<file path="config.mk">
export PLATFORM = sky130hd
export DESIGN_NAME = tetm_top
export DESIGN_NICKNAME = d
export VERILOG_FILES = /design/src/tetm_pkg.sv /design/src/tetm_sync.sv /design/src/tetm_timer.sv /design/src/tetm_top.sv
export SDC_FILE = /design/constraint.sdc
export NUM_CORES = 1
export LEC_CHECK = 0
export BUFFER_PORTS_ARGS = -buffer_cell sky130_fd_sc_hd__buf_2
export CORE_ASPECT_RATIO = 1.25
export CORE_MARGIN = 2
export CORE_UTILIZATION = 30
export CTS_CLUSTER_DIAMETER = 40
export DETAILED_ROUTE_END_ITERATION = 10
export PLACE_DENSITY_LB_ADDON = 0.2
export SYNTH_ARGS = -nofsm -noshare
export SYNTH_HDL_FRONTEND = slang
export SYNTH_HIERARCHICAL = 1
export SYNTH_SLANG_ARGS = --single-unit
</file>
<file path="constraint.sdc">
create_clock -name pclk -period 8.15 [get_ports pclk]
set_input_delay 1.2225 -clock pclk [delete_from_list [all_inputs] [get_ports pclk]]
set_output_delay 1.2225 -clock pclk [all_outputs]
set_load 0.03 [all_outputs]
</file>
<file path="src/tetm_pkg.sv">
// shared constants and types for the thermal event timer monitor
package tetm_pkg;

   localparam int TETM_AW = 12;
   localparam int TETM_DW = 32;

   // register indices; the byte address is four times the index
   localparam logic [7:0] TETM_IDX_STATUS_TWO = 8'h42;
   localparam logic [7:0] TETM_IDX_MASK_ONE = 8'h74;
   localparam logic [7:0] TETM_IDX_MASK_TWO = 8'h75;
   localparam logic [7:0] TETM_IDX_CONFIG_THREE = 8'h78;
   localparam logic [7:0] TETM_IDX_TIMER_VALUE = 8'h79;
   localparam logic [7:0] TETM_IDX_TIMER_LIMIT = 8'h7a;
   localparam logic [7:0] TETM_IDX_CONFIG_FOUR = 8'h7d;

   // field positions
   localparam int TETM_CFG3_EVENT_EN = 1;
   localparam int TETM_CFG3_FULL_SPEED = 2;
   localparam int TETM_CFG4_FUNC_LO = 0;
   localparam int TETM_STAT2_FAN4_TIMER = 5;
   localparam int TETM_MASK1_DEDICATED = 0;
   localparam int TETM_MASK2_SHARED = 5;

   localparam logic [7:0] TETM_RESET_BYTE = 8'h00;
   localparam logic [7:0] TETM_DUTY_OFF = 8'h00;
   localparam logic [7:0] TETM_TIMER_FULL = 8'hff;

   localparam int TETM_NUM_FANS = 3;

   // timer resolution
   localparam longint TETM_CLK_PERIOD_PS = 40000;
   localparam longint TETM_TIMER_LSB_PS = 64'd22760000000;
   localparam int TETM_TIMER_LSB_CYCLES = int'(TETM_TIMER_LSB_PS / TETM_CLK_PERIOD_PS);
   localparam int TETM_PRESC_W = 20;

   typedef enum logic [1:0] {
      TETM_FUNC_FAN_TACH,
      TETM_FUNC_EVENT,
      TETM_FUNC_ALERT,
      TETM_FUNC_GP_IO
   } tetm_pin_func_type;

   typedef enum logic [1:0] {
      TETM_BUS_IDLE,
      TETM_BUS_ANSWER
   } tetm_bus_state_type;

   // fan state presented by the fan control logic
   typedef struct packed {
      logic manual_mode;
      logic [7:0] manual_duty;
      logic above_start_temp;
   } tetm_fan_type;

   function automatic logic [TETM_AW-1:0] tetm_byte_addr(input logic [7:0] idx);
      return {2'b00, idx, 2'b00};
   endfunction

endpackage

</file>
<file path="src/tetm_sync.sv">
// two flip-flop synchroniser for asynchronous level inputs
`timescale 1ns/1ps
`default_nettype none
module tetm_sync #(
   parameter int WIDTH = 2
) (
   input wire logic pclk,
   input wire logic presetn,
   input wire logic [WIDTH-1:0] async_in,
   output logic [WIDTH-1:0] sync_out
);
   logic [WIDTH-1:0] stage_one_reg;

   // reset to all ones: the event pins are active low, so idle is high
   always_ff @(posedge pclk or negedge presetn) begin
      if (!presetn) begin
         stage_one_reg <= '1;
         sync_out <= '1;
      end else begin
         stage_one_reg <= async_in;
         sync_out <= stage_one_reg;
      end
   end
endmodule // tetm_sync
`default_nettype wire

</file>
<file path="src/tetm_timer.sv">
// accumulating assertion timer with saturation and clear on read
`timescale 1ns/1ps
`default_nettype none
module tetm_timer
   import tetm_pkg::*;
#(
   parameter int LSB_CYCLES = TETM_TIMER_LSB_CYCLES
) (
   input wire logic pclk,
   input wire logic presetn,
   input wire logic event_active,
   input wire logic clear,
   output logic [7:0] value
);
   logic [TETM_PRESC_W-1:0] presc_reg;
   logic [7:0] units_reg;
   logic seen_reg;
   wire tick = event_active && (presc_reg == TETM_PRESC_W'(LSB_CYCLES - 1));
   wire full = (units_reg == TETM_TIMER_FULL);

   always_ff @(posedge pclk or negedge presetn) begin
      if (!presetn) begin
         presc_reg <= '0;
         units_reg <= TETM_RESET_BYTE;
         seen_reg <= 1'b0;
      end else if (clear) begin
         presc_reg <= '0;
         units_reg <= TETM_RESET_BYTE;
         seen_reg <= event_active;
      end else begin
         if (event_active && !full)
            presc_reg <= tick ? '0 : presc_reg + 1'b1;
         if (tick && !full)
            units_reg <= units_reg + 8'h01;
         if (event_active)
            seen_reg <= 1'b1;
      end
   end

   // first assertion shows as 1 until two lsb periods have elapsed
   assign value = (units_reg >= 8'h02) ? units_reg : {7'b0, seen_reg};
endmodule // tetm_timer
`default_nettype wire

</file>
<file path="src/tetm_top.sv">
// thermal event timer monitor: pin function, fan full_speed_on_event, timer, limit and alert
// What this block does
// - shared pin function from two-bit select field
// - event disabled when enable bit clear
// - full speed fans while event held low
// - full_speed_on_event applies only to a running fan
// - full_speed_on_event bit clear leaves fans unchanged
// - timer counts only while event asserted
// - timer saturates at full scale
// - timer read returns value then clears
// - bit 0 first assertion, then 22.76 ms lsb
// - read during assertion restarts with bit 0
// - limit zero alerts on first assertion
// - mask bit suppresses alert, flag still sets
// - monitoring disabled after reset
// - status flag sticky until timer value no longer above limit and status read
// - alert held until status read with timer value no longer above limit
`timescale 1ns/1ps
`default_nettype none
module tetm_top
   import tetm_pkg::*;
#(
   parameter int LSB_CYCLES = TETM_TIMER_LSB_CYCLES
) (
   input wire logic pclk,
   input wire logic presetn,
   input wire logic psel,
   input wire logic penable,
   input wire logic pwrite,
   input wire logic [TETM_AW-1:0] paddr,
   input wire logic [TETM_DW-1:0] pwdata,
   output logic [TETM_DW-1:0] prdata,
   output logic pready,
   output logic pslverr,
   input wire logic thermal_event_n,
   input wire logic shared_pin_in,
   output logic shared_pin_out,
   output logic shared_pin_oe,
   output logic [1:0] shared_pin_function_select,
   output logic dedicated_pin_is_measurement,
   input wire tetm_fan_type [TETM_NUM_FANS-1:0] fan_state,
   output logic [TETM_NUM_FANS-1:0] fan_full_speed
);
   logic [7:0] mask_one_reg;
   logic [7:0] mask_two_reg;
   logic [7:0] config_three_reg;
   logic [7:0] timer_limit_reg;
   logic [7:0] config_four_reg;
   logic fan4_or_timer_flag_reg;
   logic fan4_or_timer_flag_next;
   tetm_bus_state_type bus_state_reg;
   logic [1:0] pins_sync;
   logic [7:0] timer_value;
   logic [7:0] read_byte;
   logic addr_hit;

   // ---------------- event input ----------------
   tetm_sync #(
      .WIDTH(2)
   ) u_sync (
      .pclk(pclk),
      .presetn(presetn),
      .async_in({shared_pin_in, thermal_event_n}),
      .sync_out(pins_sync)
   );

   wire event_enable = config_three_reg[TETM_CFG3_EVENT_EN];
   wire tetm_pin_func_type pin_func = tetm_pin_func_type'(config_four_reg[TETM_CFG4_FUNC_LO +: 2]);
   wire shared_is_event = event_enable && (pin_func == TETM_FUNC_EVENT);
   wire shared_is_alert = (pin_func == TETM_FUNC_ALERT);
   wire dedicated_active = event_enable && !pins_sync[0];
   wire shared_active = shared_is_event && !pins_sync[1];
   wire event_now = dedicated_active || shared_active;

   // ---------------- timer ----------------
   wire bus_done = psel && penable && pready;
   wire rd_done = bus_done && !pwrite && !pslverr;
   wire wr_done = bus_done && pwrite && !pslverr;
   wire timer_read = rd_done && (paddr == tetm_byte_addr(TETM_IDX_TIMER_VALUE));
   wire status_read = rd_done && (paddr == tetm_byte_addr(TETM_IDX_STATUS_TWO));

   tetm_timer #(
      .LSB_CYCLES(LSB_CYCLES)
   ) u_timer (
      .pclk(pclk),
      .presetn(presetn),
      .event_active(event_now),
      .clear(timer_read),
      .value(timer_value)
   );

   // ---------------- limit, flag, alert ----------------
   wire over_limit = (timer_value > timer_limit_reg);
   // set wins over the clear made by a status read
   always_comb begin
      fan4_or_timer_flag_next = fan4_or_timer_flag_reg;
      if (status_read && !over_limit)
         fan4_or_timer_flag_next = 1'b0;
      if (over_limit)
         fan4_or_timer_flag_next = 1'b1;
   end

   wire ded_unmasked = event_enable && !mask_one_reg[TETM_MASK1_DEDICATED];
   wire shr_unmasked = shared_is_event && !mask_two_reg[TETM_MASK2_SHARED];
   wire alert_next = fan4_or_timer_flag_next && (ded_unmasked || shr_unmasked);

   // ---------------- fan full_speed_on_event ----------------
   logic [TETM_NUM_FANS-1:0] fan_running;
   always_comb begin
      for (int i = 0; i < TETM_NUM_FANS; i++) begin
         fan_running[i] = fan_state[i].manual_mode ?
                          (fan_state[i].manual_duty != TETM_DUTY_OFF) :
                          fan_state[i].above_start_temp;
      end
   end
   wire full_speed_on_event_on = config_three_reg[TETM_CFG3_FULL_SPEED] && event_now;
   wire [TETM_NUM_FANS-1:0] full_speed_on_event_next = full_speed_on_event_on ? fan_running : '0;

   // ---------------- register decode ----------------
   always_comb begin
      addr_hit = 1'b1;
      read_byte = TETM_RESET_BYTE;
      case (paddr)
         tetm_byte_addr(TETM_IDX_STATUS_TWO):
            read_byte[TETM_STAT2_FAN4_TIMER] = fan4_or_timer_flag_reg;
         tetm_byte_addr(TETM_IDX_MASK_ONE): read_byte = mask_one_reg;
         tetm_byte_addr(TETM_IDX_MASK_TWO): read_byte = mask_two_reg;
         tetm_byte_addr(TETM_IDX_CONFIG_THREE): read_byte = config_three_reg;
         tetm_byte_addr(TETM_IDX_TIMER_VALUE): read_byte = timer_value;
         tetm_byte_addr(TETM_IDX_TIMER_LIMIT): read_byte = timer_limit_reg;
         tetm_byte_addr(TETM_IDX_CONFIG_FOUR): read_byte = config_four_reg;
         default: addr_hit = 1'b0;
      endcase
   end

   // status and timer are read only; writes there are accepted and dropped
   wire wr_mask_one = wr_done && (paddr == tetm_byte_addr(TETM_IDX_MASK_ONE));
   wire wr_mask_two = wr_done && (paddr == tetm_byte_addr(TETM_IDX_MASK_TWO));
   wire wr_config_three = wr_done && (paddr == tetm_byte_addr(TETM_IDX_CONFIG_THREE));
   wire wr_limit = wr_done && (paddr == tetm_byte_addr(TETM_IDX_TIMER_LIMIT));
   wire wr_config_four = wr_done && (paddr == tetm_byte_addr(TETM_IDX_CONFIG_FOUR));

   always_ff @(posedge pclk or negedge presetn) begin
      if (!presetn) begin
         mask_one_reg <= TETM_RESET_BYTE;
         mask_two_reg <= TETM_RESET_BYTE;
         config_three_reg <= TETM_RESET_BYTE;
         timer_limit_reg <= TETM_RESET_BYTE;
         config_four_reg <= TETM_RESET_BYTE;
      end else begin
         if (wr_mask_one)
            mask_one_reg <= pwdata[7:0];
         if (wr_mask_two)
            mask_two_reg <= pwdata[7:0];
         if (wr_config_three)
            config_three_reg <= pwdata[7:0];
         if (wr_limit)
            timer_limit_reg <= pwdata[7:0];
         if (wr_config_four)
            config_four_reg <= pwdata[7:0];
      end
   end

   // ---------------- apb answer ----------------
   // read data is caught in the setup cycle so every output comes from a flop;
   // one access cycle, no wait states
   always_ff @(posedge pclk or negedge presetn) begin
      if (!presetn) begin
         bus_state_reg <= TETM_BUS_IDLE;
         prdata <= '0;
         pready <= 1'b0;
         pslverr <= 1'b0;
      end else begin
         case (bus_state_reg)
            TETM_BUS_IDLE: begin
               if (psel && !penable) begin
                  bus_state_reg <= TETM_BUS_ANSWER;
                  prdata <= {24'h000000, read_byte};
                  pready <= 1'b1;
                  pslverr <= !addr_hit;
               end
            end
            TETM_BUS_ANSWER: begin
               bus_state_reg <= TETM_BUS_IDLE;
               pready <= 1'b0;
               pslverr <= 1'b0;
            end
            default: begin
               bus_state_reg <= TETM_BUS_IDLE;
               pready <= 1'b0;
               pslverr <= 1'b0;
            end
         endcase
      end
   end

   // ---------------- status and pin outputs ----------------
   always_ff @(posedge pclk or negedge presetn) begin
      if (!presetn) begin
         fan4_or_timer_flag_reg <= 1'b0;
         shared_pin_out <= 1'b0;
         shared_pin_oe <= 1'b0;
         shared_pin_function_select <= 2'h0;
         dedicated_pin_is_measurement <= 1'b1;
         fan_full_speed <= '0;
      end else begin
         fan4_or_timer_flag_reg <= fan4_or_timer_flag_next;
         // open drain alert: pulled low only while the shared pin carries it
         shared_pin_out <= 1'b0;
         shared_pin_oe <= shared_is_alert && alert_next;
         shared_pin_function_select <= config_four_reg[TETM_CFG4_FUNC_LO +: 2];
         dedicated_pin_is_measurement <= !event_enable;
         fan_full_speed <= full_speed_on_event_next;
      end
   end
endmodule // tetm_top
`default_nettype wire

</file>
==> impl_metrics.toml, run 1 <==
[timing]
hold_viol = 0
slew_headroom_pct = 26.27
fmax_ghz = 0.2340
worstMarginPinSlew_ps = 1097
fin_crit_sh_pct = 52.43
setup_tns_ps = 0
rsz0062_at_grt = "no"
fin_worst_skew_ps = 10.07
drv_slew = 0
min_period_ps = 4273
setup_violations = 0
whs_ps = 360.3

[floorplanning]
die_w_um = 119.4
start_util_pct = 30.68
ios = 123
rows = 52
core-area_mm2 = 0.01627
fp.dieH_um = 148.2
die_area_mm2 = 0.01769

[global_route]
grtUsageTotal_pct = 14.35
grt_pass1_wl_um = 20020
grt_max_degree = 49
overflow = 0
antenna_found_initial = 0
grt_pass1_vias = 3843

[yosys]
seq_area_frac_synth_pct = 45.76
ys_top_cells_by_area = "dfrtp_1 43%, mux2_2 11%, buf_4 3.8%"
synth_edf_count = 0
synth_cell_types = 67
ys.flop_type = "dfrtp_1"
synth_common_cells = "86 x dfrtp_1, 47 x mux2_2, 36 x nor2_1"
yosys_warnings = 6
synth-async-reset-ratio_pct = 100.0
synth-seq-cells = 91
yosysMostFrequentCell = "dfrtp_1"
syn_inst = 469
yosysTopAreaCellShare_pct = 43.13
netlist_area_mm2 = 0.004990
syn_area_per_cell_um2 = 10.64
yosysTopAreaCell = "dfrtp_1"

[placed_design]
io_buffers = 73
gp_congestion = 0.7981
placed_area_mm2 = 0.005477
placedCellCount = 739
hpwl_um = 8839

[critical_path]
critical_path_arrival_ps = 4480
crit_path_max_incr_delay_ps = 670
worstSetupPathType = "primary input to register"
worstPathCellList = "buf_2, or4b_1, or3_1, nor4_2, buf_4, o21a_1, o2111ai_1, nor4_1, xnor2_1, nor2_1"
start_kind = "primary input"
cp-end-kind = "register"
cp_slowest_cell = "or4b_1"
critPathMaxFanout = 18
required_ps = 8360

[clock_network]
clk_pin_slew_worst_paths_ps = 60
htreeDepth = 3
clk_latency_ps = 350
cts_tree = "done"
cts_hold_buf = 0
cts_resized = 0
cts_buffer_depth = 2
cts_buffers = 9
cts_setup_buffers = 0
cts_sinks = 91
root_buffer = "clkbuf_16"

[finish]
final_area_mm2 = 0.005806
nFillCells = 1673
fin_cells = 755
diodes = 0
drive_above_1_share_pct = 29.87
largest_register_ffs = 20
syn2layout_area_growth_pct = 16.35
final_core_util_pct = 35.69
multi_input_area_mm2 = 0.002457
regArea_mm2 = 0.002283
fin_nets = 626

[routing]
wl_met1_um = 5160
dr.pass1.iters = 4
vias = 3678
route.detailed.drc = 0
drt-initial-drc-count = 128
postRouteAntennaNets = 0
avgViaCountPerCell = 4.872
wl_met3_um = 282
wl_per_cell_um = 15.99
top_layer = "met4"
wl_um = 12070
wl_met2_um = 6411

[run_status]
status = "complete, no violations"

[pwr]
leakage_uw = 0.002642
ir_drop_mv = 0.09458
pwr_density_cell_mw_per_mm2 = 169.4

[worst_hold_path]
min-delay-path-class = "register to register"

[job]
drv_cap = 0
[stage by stage]
step | total power [uW] | setup WS, ps
floorplan | 508.3 | 4187
global placement | 531.7 | 3545
detailed placement | 533.0 | 3532
CTS | 996.5 | 3869
global route | 1024 | 3666
finish | 983.6 | 3877
[path summary, 6_finish.rpt]
kind                       slack (ps)                                end  cells past startpoint                         startpoint
setup / recovery                 3880  u_timer/presc_reg[18]$_DFFE_PN0P_                     10                           paddr[9]
min in group asynchronous         890        fan_full_speed[0]$_DFF_PN0_                      1                            presetn
setup reg to reg                 5100  u_timer/presc_reg[18]$_DFFE_PN0P_                      9       bus_state_reg[0]$_DFFE_PN0P_
hold / removal                    360       u_sync/sync_out[0]$_DFF_PN1_                      0  u_sync/stage_one_reg[0]$_DFF_PN1_
hold reg to reg                   360       u_sync/sync_out[0]$_DFF_PN1_                      0  u_sync/stage_one_reg[0]$_DFF_PN1_
max in group asynchronous        6220  u_timer/presc_reg[17]$_DFFE_PN0P_                      2                            presetn
[area by class of cell]
type,instances,share of cell area (%)
multi-input cells,337,42.33
flip-flops and latches,91,39.33
repair buffers,77,6.853
well taps,216,4.655
clock buffers,12,4.418
clock inverters,4,1.250
inverters,18,1.164
[cell usage in the layout (no fill, tap or decap), drive strengths merged, types with 10 or more instances in the layout]
cell type  synthesis  layout
nand2             25      25
nor2              37      37
nor4              20      20
a31oi             10      10
xnor2             13      13
nor2b             11      11
buf               31      77
conb               1      25
ha                11      11
mux2              48      48
dfrtp             86      86
nand3             12      12
inv               18      18
clkbuf            16      12
a21oi             10      10
o21ai             14      14
[per-layer routing]
layer  track usage, %  vias to the layer above
li1                 -                     1784
met1            17.12                     1821
met2            25.69                       59
met3            2.454                       14
met4            5.588                        0
met5                0                        -
[worst max-delay path, delay by kind of cell]
kind	cells	cell delay [ps]
AND/OR/NAND/NOR	5	2090
AO/OA/AOI/OAI	2	620
buffers and inverters	2	370
XOR/XNOR	1	170
[power breakdown]
part	internal, uW	total (uW)	switching [uW]
sequential	455	457	1.75
combinational	18.3	66.8	48.5
clock	285	460	175
[cell families (layout without fill, tap and decap cells)]
group | Yosys count | after routing | synth area share, %
other | 1 | 25 | 0.07515
buffers and inverters | 65 | 111 | 7.146
xor gates and xnor gates | 18 | 18 | 3.159
DFF | 91 | 91 | 45.76
and+or+nand+nor | 154 | 154 | 18.23
AOI/OAI and AO/OA | 72 | 72 | 10.23
adders and majority gates | 11 | 11 | 2.758
muxes | 57 | 57 | 12.64
Power figures use the tool's default switching activity.
==> run 2: changes to the inputs <==
--- a/config.mk
+++ b/config.mk
@@ -5,6 +5,7 @@
 export SDC_FILE = /design/constraint.sdc
 export NUM_CORES = 1
 export LEC_CHECK = 0
+export ABC_AREA = 1
 export BUFFER_PORTS_ARGS = -buffer_cell sky130_fd_sc_hd__buf_2
 export CORE_ASPECT_RATIO = 1.25
 export CORE_MARGIN = 2
==> constraint.sdc (replaced) <==
create_clock -name pclk -period 4.2 [get_ports pclk]
set_input_delay 0.63 -clock pclk [delete_from_list [all_inputs] [get_ports pclk]]
set_output_delay 0.63 -clock pclk [all_outputs]
set_load 0.03 [all_outputs]
==> impl_metrics.toml, run 2 <==
[routing]
avgViaCountPerCell = 4.512
drt-initial-drc-count = 212
route.detailed.drc = 0
vias = 4697
dr.pass1.iters = 5
wl_um = 13460
wl_per_cell_um = 12.93
postRouteAntennaNets = 0

[timing]
fmax_ghz = 0.4196
slew_headroom_pct = 50.01
worstMarginPinSlew_ps = 747.5
setup_violations = 0
drv_slew = 0
fin_crit_sh_pct = 56.75
min_period_ps = 2383
setup_tns_ps = 0
rsz0062_at_grt = "no"
fin_worst_skew_ps = 8.970
hold_viol = 0

[yosys]
seq_area_frac_synth_pct = 41.47
synth-async-reset-ratio_pct = 100.0
synth-seq-cells = 91
ys_top_cells_by_area = "dfrtp_1 39%, nand2_1 15%, nor2_1 5.8%"
yosysTopAreaCellShare_pct = 39.08
yosys_warnings = 6
syn_inst = 741
ys.flop_type = "dfrtp_1"
yosysTopAreaCell = "dfrtp_1"
syn_area_per_cell_um2 = 7.431
yosysMostFrequentCell = "nand2_1"
netlist_area_mm2 = 0.005507
synth_common_cells = "216 x nand2_1, 86 x dfrtp_1, 85 x nor2_1"
synth_cell_types = 41
synth_edf_count = 0

[floorplanning]
fp.dieH_um = 155.5
start_util_pct = 30.54
rows = 55
die_area_mm2 = 0.01946
core-area_mm2 = 0.01803
ios = 123
die_w_um = 125.2

[finish]
fin_cells = 1041
nFillCells = 1951
final_area_mm2 = 0.006266
diodes = 0
final_core_util_pct = 34.75
final_common_cell = "nand2_1"
syn2layout_area_growth_pct = 13.79
drive_above_1_share_pct = 21.16
final_cell_mix = "216 x nand2_1, 86 x dfrtp_1, 85 x nor2_1, 72 x buf_2, 70 x inv_1"
fin_nets = 900
largest_register_ffs = 20

[placed_design]
gp_congestion = 0.7947
io_buffers = 73
placed_area_mm2 = 0.005964
placedCellCount = 1025
hpwl_um = 9784

[clock_network]
clk_pin_slew_worst_paths_ps = 70
cts_hold_buf = 0
cts_tree = "done"
cts_buffer_depth = 2
cts_resized = 0
cts_buffers = 9
cts_sinks = 91
root_buffer = "clkbuf_16"
cts_setup_buffers = 0
clk_latency_ps = 350
htreeDepth = 3

[critical_path]
critPathBufInv = 3
required_ps = 4490
crit_family = "simple AND/OR/NAND/NOR gates"
cp_slowest_cell = "nor3_1"
worstSetupPathType = "primary input to register"
start_kind = "primary input"
crit_top_cell = "nand2_1"
critical_path_arrival_ps = 2670
cp-end-kind = "register"
worstPathCellList = "buf_2, inv_1, nand2_1, nor2_2, nand2_1, nor3_1, inv_2, nand3_1, nand2_2, nor2_1, nand2_1, nand2_1"
crit_path_max_incr_delay_ps = 350
critPathMaxFanout = 17

[pwr]
pwr_density_cell_mw_per_mm2 = 305.7
power.total_uw = 1915
leakage_uw = 0.003127
ir_drop_mv = 0.1394

[global_route]
grtUsageTotal_pct = 14.58
antenna_found_initial = 0
grt_max_degree = 36
overflow = 0
grt_pass1_vias = 4522
grt_pass1_wl_um = 22750

[worst_hold_path]
min-delay-path-class = "primary input to asynchronous set/reset pin"

[job]
drv_cap = 0

[run_status]
status = "complete, no violations"
-- run 2: changes by cell type after synthesis, sizes merged, moves of 9 or more --
| cell | before | now |
|---|---|---|
| o21ai | 14 | 56 |
| nor2b | 11 | 0 |
| nor2 | 37 | 104 |
| inv | 18 | 78 |
| xnor2 | 13 | 0 |
| nand3 | 12 | 39 |
| a31oi | 10 | 0 |
| nand2 | 25 | 241 |
| clkbuf | 16 | 7 |
| nand4 | 7 | 18 |
| nor4 | 20 | 4 |
| mux2 | 48 | 0 |
-- run 2: worst reg2reg max path, cell delays in order, from the launching register on --
cell and delay (ps):
dfrtp_1 460, o32ai_1 710, nand2_1 110, inv_1 90
nand2_1 60, nor2_2 150, nand3_4 130, nand2_4 140
nand2_4 170, nand2_1 120, nor2_1 40
-- run 2: kinds of logic after synthesis --
family                   after synthesis  share of synthesized area, %
adder cells (fa/ha/maj)               11                         2.499
multiplexers                           1                        0.1818
other                                  1                       0.06810
AND/OR/NAND/NOR                      426                         35.63
flip-flops                            91                         41.47
buffers and inverters                126                         11.34
AO/OA/AOI/OAI                         84                         8.657
XOR/XNOR                               1                        0.1591
-- run 2: path summary, 6_finish.rpt --
path,slack [ps],endpoint,cells after the start,from
max,1820,u_timer/presc_reg[17]$_DFFE_PN0P_,12,paddr[3]
min,240,prdata[1]$_DFFE_PN0P_,1,presetn
max in group asynchronous,3130,u_sync/sync_out[0]$_DFF_PN1_,2,presetn
max reg2reg,1910,u_timer/presc_reg[9]$_DFFE_PN0P_,10,config_four_reg[1]$_DFFE_PN0P_
min in group pclk,360,u_sync/sync_out[1]$_DFF_PN1_,0,u_sync/stage_one_reg[1]$_DFF_PN1_
min reg2reg,360,u_sync/sync_out[1]$_DFF_PN1_,0,u_sync/stage_one_reg[1]$_DFF_PN1_
-- run 2: layout make-up --
cell class | instances | area, um^2 | area share, %
Clock buffer | 10 | 229.0 | 3.654
Clock inverter | 6 | 72.57 | 1.158
Inverter | 80 | 301.5 | 4.812
Multi-Input combinational cell | 548 | 2689 | 42.91
Sequential cell | 91 | 2283 | 36.44
Tap cell | 228 | 285.3 | 4.553
Timing Repair Buffer | 78 | 405.4 | 6.470
-- run 2: where the power goes --
| part | switching [uW] | internal, uW | total, uW |
|---|---|---|---|
| combinational | 120 | 48.7 | 169 |
| clock | 378 | 471 | 849 |
| sequential | 7.18 | 891 | 898 |
| total | 505 | 1410 | 1920 |
-- run 2: per-layer routing --
| metal | wire, um | global-route usage [%] | part of all wire [%] | vias to the layer above |
|---|---|---|---|---|
| met4 | 116 | 4.286 | 0.86 | 0 |
| met5 | 0 | 0 | 0 | - |
| met3 | 480 | 2.442 | 3.6 | 10 |
| li1 | - | - | - | 2431 |
| met2 | 6699 | 25.83 | 50 | 95 |
| met1 | 6161 | 18.24 | 46 | 2161 |
-- run 2: through the flow --
step | worst slack (ps) | hold slack (ps)
floorplan | 1725 | 334.4
global placement | 1473 | 345.8
detailed placement | 1468 | 346.8
CTS | 1791 | 252.0
global route | 1511 | 266.3
finish | 1817 | 237.2
